[src/verilog/i2sw_pkg.sv]
package i2sw_pkg;

	// register addresses on the two-bit word address
	localparam logic [1:0] ADDR_DIVIDER_AND_THRESHOLD = 2'h0;
	localparam logic [1:0] ADDR_OPERATING_SETUP = 2'h1;
	localparam logic [1:0] ADDR_FIFO_STATE = 2'h2;
	localparam logic [1:0] ADDR_SAMPLE_PORT = 2'h3;

	// field positions in divider_and_threshold, and the bit count of operating_setup
	localparam int DIVIDER_LSB = 0;
	localparam int THRESHOLD_LSB = 8;
	localparam int SETUP_BITS = 15;

	// reset values
	localparam logic [31:0] DIVIDER_AND_THRESHOLD_RESET = 32'h0000_0000;
	localparam logic [31:0] OPERATING_SETUP_RESET = 32'h0000_0000;
	localparam logic [31:0] FIFO_STATE_RESET = 32'h0000_0032;

	// word width codes
	localparam logic [5:0] WIDTH_CODE_16 = 6'h10;
	localparam logic [5:0] WIDTH_CODE_20 = 6'h14;
	localparam logic [5:0] WIDTH_CODE_24 = 6'h18;
	localparam logic [5:0] WIDTH_CODE_32 = 6'h20;

	// fifo shape
	localparam int FIFO_DEPTH = 32;
	localparam int SAMPLE_BITS = 24;

	// bit slot shape per half frame of 256 oversample ticks
	localparam logic [4:0] SLOTS_16 = 5'h10;
	localparam logic [4:0] SLOTS_20 = 5'h15;
	localparam logic [4:0] SLOTS_24 = 5'h19;
	localparam logic [3:0] TICKS_16 = 4'h8;
	localparam logic [3:0] TICKS_20 = 4'h6;
	localparam logic [3:0] TICKS_24 = 4'h5;

	// decoded word width
	typedef enum logic [1:0] {
		I2SW_W16 = 2'b00,
		I2SW_W20 = 2'b01,
		I2SW_W24 = 2'b10,
		I2SW_W32 = 2'b11
	} i2sw_width_t;

	// operating_setup bits 14..0
	typedef struct packed {
		logic rx_irq_en;
		logic tx_irq_en;
		logic rx_en;
		logic tx_en;
		logic rx_side_right;
		logic rx_single_channel;
		logic tx_single_channel;
		logic [1:0] spare;
		logic [5:0] word_width;
	} i2sw_setup_t;

	// fifo_state bits 7..0
	typedef struct packed {
		logic rx_wmark;
		logic rx_full;
		logic rx_empty;
		logic rx_next_right;
		logic tx_wmark;
		logic tx_full;
		logic tx_empty;
		logic tx_next_right;
	} i2sw_status_t;

endpackage : i2sw_pkg

[src/verilog/i2sw_master.sv]
`timescale 1ns/1ps
// Overview of operation
// device always drives bit clock and word select
// setup bits 5..0 pick 16/20/24/32 width
// separate 32 by 24-bit transmit and receive fifos
// word select low left, toggles bit before msb
// one word select period carries left then right
// aux clock is 256 times word select rate
// control holds divider 7..0, watermark 15..8
// setup bits 14..8 hold enables and mono controls
// mono or stereo set per direction independently
// mono receive side bit picks captured channel
// status reports rx flags 7..4, tx 3..0
// next-channel flag 0 left, 1 right
// status resets to 32h, others zero
// address 0 control, 1 setup, 2 status, 3 data
// data write pushes tx, data read pops rx
// empty rx read leaves fifo unchanged
// tx watermark when level below threshold
// rx watermark when level above threshold
// interrupt high on any enabled watermark
// tx disable clears fifo, shifter, serial output
// rx disable clears fifo and shifter
// host strobes cycle, device acknowledges completion
// narrow widths take write bits 23..0
// 32-bit width uses bits 31..8, low byte zero
// narrow reads right-aligned and sign-extended
// bit clock 16, 21 or 25 per word select half
// full fifo drops new words silently
// empty tx fifo sends zero word

// plain first-in first-out store with synchronous clear
module i2sw_fifo #(
	parameter int WIDTH = 24,
	parameter int DEPTH = 32,
	parameter int AW = 5
) (
	input wire logic sys_clk,
	input wire logic clear,
	input wire logic push,
	input wire logic pop,
	input wire logic [WIDTH-1:0] wdata,
	output logic [WIDTH-1:0] rdata,
	output logic [AW:0] level
);
	logic [WIDTH-1:0] mem [DEPTH];  // storage
	logic [AW-1:0] wr_ptr;  // next free entry
	logic [AW-1:0] rd_ptr;  // oldest entry
	wire do_push = push && (level != (AW+1)'(DEPTH));
	wire do_pop = pop && (level != '0);

	assign rdata = mem[rd_ptr];

	// memory is not cleared; level alone decides validity
	always_ff @(posedge sys_clk)
	begin
		if (do_push)
			mem[wr_ptr] <= wdata;
	end

	// pointers and fill level
	always_ff @(posedge sys_clk)
	begin
		if (clear)
		begin
			wr_ptr <= '0;
			rd_ptr <= '0;
			level <= '0;
		end
		else
		begin
			if (do_push)
				wr_ptr <= wr_ptr + 1'b1;
			if (do_pop)
				rd_ptr <= rd_ptr + 1'b1;
			level <= level + (AW+1)'(do_push) - (AW+1)'(do_pop);
		end
	end
endmodule : i2sw_fifo

// audio serial master with word-addressed register slave
module i2sw_master #(
	parameter int FIFO_DEPTH = i2sw_pkg::FIFO_DEPTH
) (
	input wire logic sys_clk,
	input wire logic rst_n,
	input wire logic cyc_i,
	input wire logic stb_i,
	input wire logic we_i,
	input wire logic [1:0] adr_i,
	input wire logic [31:0] dat_i,
	output logic ack_o,
	output logic [31:0] dat_o,
	output logic int_o,
	output logic bit_clock,
	output logic word_select,
	output logic serial_out_line,
	input wire logic serial_in_line,
	output logic aux_oversample_clock
);
	localparam int SB = i2sw_pkg::SAMPLE_BITS;

	// register state
	logic [7:0] divider;  // prescaler
	logic [7:0] threshold;  // watermark
	i2sw_pkg::i2sw_setup_t setup;

	// bus take: one request per ack, so back-to-back gets a gap
	wire take = cyc_i && stb_i && !ack_o;
	wire wr_take = take && we_i;
	wire rd_take = take && !we_i;
	wire sel_div = (adr_i == i2sw_pkg::ADDR_DIVIDER_AND_THRESHOLD);
	wire sel_setup = (adr_i == i2sw_pkg::ADDR_OPERATING_SETUP);
	wire sel_state = (adr_i == i2sw_pkg::ADDR_FIFO_STATE);
	wire sel_port = (adr_i == i2sw_pkg::ADDR_SAMPLE_PORT);

	// section resets hold while disabled
	wire tx_clear = !rst_n || !setup.tx_en;
	wire rx_clear = !rst_n || !setup.rx_en;

	// width decode; unknown codes behave as 16-bit
	i2sw_pkg::i2sw_width_t wsel;
	assign wsel = (setup.word_width == i2sw_pkg::WIDTH_CODE_20) ? i2sw_pkg::I2SW_W20 :
		(setup.word_width == i2sw_pkg::WIDTH_CODE_24) ? i2sw_pkg::I2SW_W24 :
		(setup.word_width == i2sw_pkg::WIDTH_CODE_32) ? i2sw_pkg::I2SW_W32 :
		i2sw_pkg::I2SW_W16;
	wire w16 = (wsel == i2sw_pkg::I2SW_W16);
	wire w20 = (wsel == i2sw_pkg::I2SW_W20);
	wire w32 = (wsel == i2sw_pkg::I2SW_W32);

	// slots per half, ticks per slot, sample bits
	wire [4:0] slots = w16 ? i2sw_pkg::SLOTS_16 :
		w20 ? i2sw_pkg::SLOTS_20 : i2sw_pkg::SLOTS_24;
	wire [3:0] tpb = w16 ? i2sw_pkg::TICKS_16 :
		w20 ? i2sw_pkg::TICKS_20 : i2sw_pkg::TICKS_24;
	wire [4:0] nbits = w16 ? 5'h10 : w20 ? 5'h14 : 5'h18;

	// register writes
	always_ff @(posedge sys_clk)
	begin
		if (!rst_n)
		begin
			divider <= i2sw_pkg::DIVIDER_AND_THRESHOLD_RESET[7:0];
			threshold <= i2sw_pkg::DIVIDER_AND_THRESHOLD_RESET[15:8];
			setup <= i2sw_pkg::OPERATING_SETUP_RESET[i2sw_pkg::SETUP_BITS-1:0];
		end
		else if (wr_take && sel_div)
		begin
			divider <= dat_i[i2sw_pkg::DIVIDER_LSB +: 8];
			threshold <= dat_i[i2sw_pkg::THRESHOLD_LSB +: 8];
		end
		else if (wr_take && sel_setup)
			setup <= dat_i[i2sw_pkg::SETUP_BITS-1:0];
	end

	// prescaler: one tick every divider+1 clocks, tick rate 512 fs
	logic [7:0] pre_cnt;
	wire tick = (pre_cnt == divider);
	always_ff @(posedge sys_clk)
	begin
		if (!rst_n || tick)
			pre_cnt <= '0;
		else
			pre_cnt <= pre_cnt + 1'b1;
	end

	// half-frame timing: 256 ticks per word select half
	logic [7:0] phase;  // tick within half frame
	logic [3:0] sub;  // tick within bit slot
	logic [4:0] slot;  // bit slot within half frame
	wire half_end = (phase == 8'hff);
	wire last_slot = (slot == slots - 5'h01);
	// last slot absorbs the leftover ticks, hence uneven duty
	wire slot_end = (sub == tpb - 4'h1) && !last_slot;
	wire bit_start = tick && (half_end || slot_end);
	wire [4:0] next_slot = half_end ? 5'h00 : slot + 5'h01;
	// the long last slot lets sub wrap, so only the first match may raise the clock;
	// without the bit_clock gate the receiver would shift several times in that slot
	wire rise_ev = tick && (sub == (tpb >> 1) - 4'h1) && !bit_clock;
	wire next_ws = half_end ? !word_select : word_select;

	// free-running clocks, word select and aux clock
	always_ff @(posedge sys_clk)
	begin
		if (!rst_n)
		begin
			phase <= '0;
			sub <= '0;
			slot <= '0;
			word_select <= 1'b0;
			bit_clock <= 1'b0;
			aux_oversample_clock <= 1'b0;
		end
		else if (tick)
		begin
			phase <= phase + 1'b1;
			aux_oversample_clock <= !aux_oversample_clock;
			word_select <= next_ws;
			if (bit_start)
			begin
				sub <= '0;
				slot <= next_slot;
				bit_clock <= 1'b0;
			end
			else
			begin
				sub <= sub + 1'b1;
				if (rise_ev)
					bit_clock <= 1'b1;
			end
		end
	end

	// transmit fifo
	logic [SB-1:0] tx_head;
	logic [5:0] tx_level;
	wire tx_empty = (tx_level == '0);
	wire tx_full = (tx_level == 6'(FIFO_DEPTH));
	wire [SB-1:0] tx_wdata = w32 ? dat_i[31:8] : dat_i[23:0];
	wire tx_push = wr_take && sel_port;

	// msb goes out at slot 1, one bit after word select moved
	wire tx_load = bit_start && (next_slot == 5'h01);
	wire tx_mono_right = setup.tx_single_channel && word_select;
	wire tx_pop = tx_load && setup.tx_en && !tx_empty && !tx_mono_right;
	logic [SB-1:0] tx_hold;  // mono sample repeated on right
	logic [SB-1:0] tx_sh;  // transmit shifter
	wire [SB-1:0] tx_pick = tx_mono_right ? tx_hold :
		(tx_empty ? '0 : tx_head);
	wire [SB-1:0] tx_aligned = w16 ? {tx_pick[15:0], 8'h00} :
		w20 ? {tx_pick[19:0], 4'h0} : tx_pick;

	i2sw_fifo #(
		.WIDTH(SB),
		.DEPTH(FIFO_DEPTH),
		.AW(5)
	) u_tx_fifo (
		.sys_clk(sys_clk),
		.clear(tx_clear),
		.push(tx_push),
		.pop(tx_pop),
		.wdata(tx_wdata),
		.rdata(tx_head),
		.level(tx_level)
	);

	// transmit shifter, changes on falling bit clock
	always_ff @(posedge sys_clk)
	begin
		if (tx_clear)
		begin
			tx_sh <= '0;
			tx_hold <= '0;
			serial_out_line <= 1'b0;
		end
		else if (tx_load)
		begin
			serial_out_line <= tx_aligned[SB-1];
			tx_sh <= {tx_aligned[SB-2:0], 1'b0};
			if (!word_select)
				tx_hold <= tx_pick;
		end
		else if (bit_start)
		begin
			serial_out_line <= tx_sh[SB-1];
			tx_sh <= {tx_sh[SB-2:0], 1'b0};
		end
	end

	// serial input passes two flops first
	logic sdi_meta;
	logic sdi_s;
	always_ff @(posedge sys_clk)
	begin
		sdi_meta <= serial_in_line;
		sdi_s <= sdi_meta;
	end

	// receive shifter samples on rising bit clock
	logic [SB-1:0] rx_sh;
	logic [4:0] rx_cnt;  // bits taken in current word
	logic rx_ch;  // channel of current word
	wire rx_first = (slot == 5'h01);
	wire [SB-1:0] rx_next_sh = {rx_sh[SB-2:0], sdi_s};
	wire [4:0] next_rx_cnt = rx_first ? 5'h01 : rx_cnt + 5'h01;
	wire rx_word_ch = rx_first ? word_select : rx_ch;
	wire [SB-1:0] rx_mask = w16 ? 24'h00ffff : w20 ? 24'h0fffff : 24'hffffff;
	wire rx_keep = !setup.rx_single_channel ||
		(rx_word_ch == setup.rx_side_right);
	wire rx_push = rise_ev && setup.rx_en && (next_rx_cnt == nbits) && rx_keep;

	always_ff @(posedge sys_clk)
	begin
		if (rx_clear)
		begin
			rx_sh <= '0;
			rx_cnt <= '0;
			rx_ch <= 1'b0;
		end
		else if (rise_ev)
		begin
			rx_sh <= rx_next_sh;
			rx_ch <= rx_word_ch;
			// saturate so idle slots never match the width
			if (rx_cnt != 5'h1f || rx_first)
				rx_cnt <= next_rx_cnt;
		end
	end

	// receive fifo keeps the channel tag beside each sample
	logic [SB:0] rx_head;
	logic [5:0] rx_level;
	wire rx_empty = (rx_level == '0);
	wire rx_full = (rx_level == 6'(FIFO_DEPTH));
	wire rx_pop = rd_take && sel_port;

	i2sw_fifo #(
		.WIDTH(SB + 1),
		.DEPTH(FIFO_DEPTH),
		.AW(5)
	) u_rx_fifo (
		.sys_clk(sys_clk),
		.clear(rx_clear),
		.push(rx_push),
		.pop(rx_pop),
		.wdata({rx_word_ch, rx_next_sh & rx_mask}),
		.rdata(rx_head),
		.level(rx_level)
	);

	// read data shaping by width
	wire [SB-1:0] rh = rx_head[SB-1:0];
	wire [31:0] rx_word = w16 ? {{16{rh[15]}}, rh[15:0]} :
		w20 ? {{12{rh[19]}}, rh[19:0]} :
		w32 ? {rh, 8'h00} :
		{{8{rh[23]}}, rh};

	// watermarks and interrupt
	wire tx_wmark = (tx_level < {2'b00, threshold[5:0]}) || (threshold[7:6] != 2'b00);
	wire rx_wmark = (rx_level > {2'b00, threshold[5:0]}) && (threshold[7:6] == 2'b00);

	// status word; rx tag reads right while empty
	i2sw_pkg::i2sw_status_t status;
	assign status.rx_wmark = rx_wmark;
	assign status.rx_full = rx_full;
	assign status.rx_empty = rx_empty;
	assign status.rx_next_right = rx_empty ? 1'b1 : rx_head[SB];
	assign status.tx_wmark = tx_wmark;
	assign status.tx_full = tx_full;
	assign status.tx_empty = tx_empty;
	assign status.tx_next_right = setup.tx_en && !word_select;

	wire [31:0] rd_mux = sel_div ? {16'h0000, threshold, divider} :
		sel_setup ? {17'h00000, setup} :
		sel_state ? {24'h000000, status} : rx_word;

	// acknowledge and read data, one cycle after take
	always_ff @(posedge sys_clk)
	begin
		if (!rst_n)
		begin
			ack_o <= 1'b0;
			dat_o <= '0;
			int_o <= 1'b0;
		end
		else
		begin
			ack_o <= take;
			int_o <= (tx_wmark && setup.tx_irq_en) ||
				(rx_wmark && setup.rx_irq_en);
			if (rd_take)
				dat_o <= rd_mux;
		end
	end

endmodule : i2sw_master

[config.mk]
export PLATFORM = sky130hd
export DESIGN_NAME = i2sw_master
export DESIGN_NICKNAME = d
export VERILOG_FILES = /design/src/verilog/i2sw_pkg.sv /design/src/verilog/i2sw_master.sv
export SDC_FILE = /design/constraint.sdc
export NUM_CORES = 2
export LEC_CHECK = 0
export BUFFER_PORTS_ARGS = -buffer_cell sky130_fd_sc_hd__clkbuf_2
export CORE_MARGIN = 3
export CORE_UTILIZATION = 60
export CTS_CLUSTER_SIZE = 30
export DETAILED_ROUTE_END_ITERATION = 16
export PLACE_DENSITY = 0.76
export SYNTH_ARGS = -nofsm -noshare
export SYNTH_HDL_FRONTEND = slang
export SYNTH_SLANG_ARGS = --single-unit
[constraint.sdc]
create_clock -name sys_clk -period 5.5 [get_ports sys_clk]
set_input_delay 1.65 -clock sys_clk [delete_from_list [all_inputs] [get_ports sys_clk]]
set_output_delay 1.65 -clock sys_clk [all_outputs]
set_load 0.02 [all_outputs]
==> flow_summary.ini <==
[outcome]
status = finished clean

[sta]
skew_ns = 0.0327
grt_setup_unrepaired = false
tightest_slew_ns = 1.42
finalCriticalPeriod_ns = 4.39
drv_slew = 0
hold_violations = 0
hold_ws_ns = 0.326
tns_ns = 0
setup_viol = 0
fmax_mhz = 228
max_slew_margin_pct = 5.01
fin_ws_ns = 1.11
fin_crit_sh_pct = 79.9

[route]
vias = 38900
drtPass1Iterations = 5
finalWirelength_um = 182000
wl_per_cell_um = 31.8
drtIter0Drc = 5771
ant_nets = 0
viasPerCell = 6.79
drc_errors = 0

[critical_path]
crit_required_ns = 5.91
slowest_delay_ns = 0.85
crit_type = reg2reg
cpLargestDelayFamily = simple AND/OR/NAND/NOR gates
critical-path-slowest-cell = nor2_4
end_kind = flip-flop
path_buf_inv = 0
startpoint_type = flip-flop
r2r_slack_ns = 1.11
crit_path_cell_trace = ha_1 > or4b_4 > mux2i_1 > xnor2_1 > a2111oi_1 > and3_1 > nand2_2 > nor2_4
arrival_ns = 4.80
worst-path-max-fanout = 25

[die]
ioPinCount = 78
initial_utilization_pct = 60.7
dieArea_um2 = 122000
dieWidth_um = 350
rows = 125
core_area_um2 = 117000
die_y_um = 350

[cells_and_area]
fill_cells = 7187
final_cell_mix = edfxtp_1 (1568), mux4_2 (404), nand2_1 (259)
multi_input_area_um2 = 18900
layout-drive-gt1-share_pct = 23.4
seqCellArea_um2 = 51400
final_cells = 5730
synthToLayoutAreaGrowth_pct = 12.1
final_common_cell = edfxtp_1
nets = 4148

[place]
dp_hpwl_um = 112000
pre_cts_ws_ns = 1.03
io_buffers = 77
gp_congestion = 0.920
place_inst = 5409

[synth]
synth_area_per_cell_um2 = 18.2
synth_seq_cells = 1782
synth_xor_area_share_pct = 0.666
synth_top_family_by_area = multiplexers
ys_warn_count = 0
synth-compound-area-share_pct = 4.17
synth_fa_ha_area_share_pct = 0.867
synth-async-reset-ratio_pct = 0
syn_area_um2 = 71000
synth-edff-count = 1568
ys_types = 88
syn_nets = 3995
synth_seq_area_share_pct = 72.4
synth_simple_gate_area_share_pct = 4.61
ys.flop_type = edfxtp_1
synth_cells = 3907
synthMuxAreaShare_pct = 15.6

[grt]
grt_overflow = 0
grt_max_degree = 65
antenna_found_initial = 6
grt_pass1_wl_um = 268000
grt_pass1_vias = 38300
grt_use_total_pct = 30.3

[pwr]
power.density_nw_per_um2 = 333
peakVddDrop_mv = 0.325
power_uw = 26500
p_leak_uw = 0.0228

[run]
maxCapViolCount = 0

[clock_network]
clock_latency_ns = 0.79
cts-root-buf = clkbuf_16
cts_hold_buf = 0
clock-sinks = 1782
cts_buffer_depth = 3
cts_resized = 0
cts_setup_buffers = 0
clkTransAtPathRegs_ns = 0.06
cts_made_buffers = 172
cts_tree = done
htree_levels = 4

[min_path]
hold_path.class = reg2reg
-- final timing paths --
check,cells after the start,end,start
setup reg to reg,8,u_rx_fifo.mem[9][23]$_DFFE_PP_,slot[0]$_SDFFE_PN0P_
setup / recovery,8,u_rx_fifo.mem[9][23]$_DFFE_PP_,slot[0]$_SDFFE_PN0P_
hold reg to reg,0,sdi_s$_DFF_P_,sdi_meta$_DFF_P_
hold / removal,0,sdi_s$_DFF_P_,sdi_meta$_DFF_P_
-- sequential cells by signal (all words and copies together) (netlist names), 8 cells and up, named ones only --
register and cells:
dat_o 32, divider 8, phase 8, pre_cnt 8, rx_sh 23, setup 15
threshold 8, tx_hold 24, tx_sh 23, u_rx_fifo.mem 800, u_tx_fifo.mem 768
-- area by class of cell --
| type | count | area share (%) |
|---|---|---|
| Antenna cell | 1 | 0.00315 |
| Clock buffer | 204 | 5.59 |
| Clock inverter | 115 | 1.30 |
| Inverter | 45 | 0.212 |
| Multi-Input combinational cell | 1861 | 23.8 |
| Sequential cell | 1782 | 64.6 |
| Tap cell | 1524 | 2.40 |
| Timing Repair Buffer | 198 | 2.08 |
-- power by group --
group | internal (µW) | switching, µW
Sequential | 14600 | 34.0
Clock | 6350 | 5140
Combinational | 80.2 | 276
Total | 21100 | 5450
-- per-stage QoR --
stage,util (%),cell area (µm²)
global placement,63.4,74000
CTS,68.1,79500
global route,68.1,79500
floorplan,-,71000
finish,68.1,79500
detailed placement,63.4,74000
-- per-layer routing --
| layer | share of wire, % | track usage [%] |
|---|---|---|
| met1 | 39 | 44.8 |
| met2 | 46 | 45.5 |
| met3 | 12 | 7.01 |
| met4 | 3.2 | 9.86 |
| met5 | 0.0071 | 0 |
-- worst register-to-register path, delay by kind of cell (launching register included) --
family	cells	cell delay [ns]
DFF	1	0.49
adders and majority gates	1	0.21
and+or+nand+nor	4	2.38
AOI/OAI and AO/OA	1	0.49
xor gates and xnor gates	1	0.11
muxes	1	0.33
-- synth_stat cells, drive strengths merged, types with 10 or more instances --
master  count  share of area, %
a211oi     28              0.33
a21o       13              0.14
a21oi     123              0.87
a221oi     12              0.15
a22o       16              0.20
a22oi      42              0.44
a31oi      19              0.17
and2       23              0.20
and3       23              0.20
buf       102              0.83
clkbuf    117              0.62
dfxtp     214               6.0
edfxtp   1568                66
ha         46              0.81
inv        44              0.23
mux2       22              0.35
mux2i     174               2.5
mux4      404                13
nand2     264               1.4
nand2b     10             0.088
nand3      53              0.37
nand3b     11              0.12
nand4      16              0.14
nor2      235               1.2
nor2b      20              0.18
nor3       20              0.16
o211ai     16              0.17
o21a       10              0.11
o21ai      77              0.55
o22ai      14              0.12
xnor2      31              0.38
xor2       23              0.28
-- cells by family after synthesis --
group / Yosys count
compound gates: 442
xor+xnor: 54
fa+ha+maj: 48
buf+inv: 264
flops: 1782
mux: 600
simple gates: 717
No activity file was read; power rests on OpenSTA's default activity.
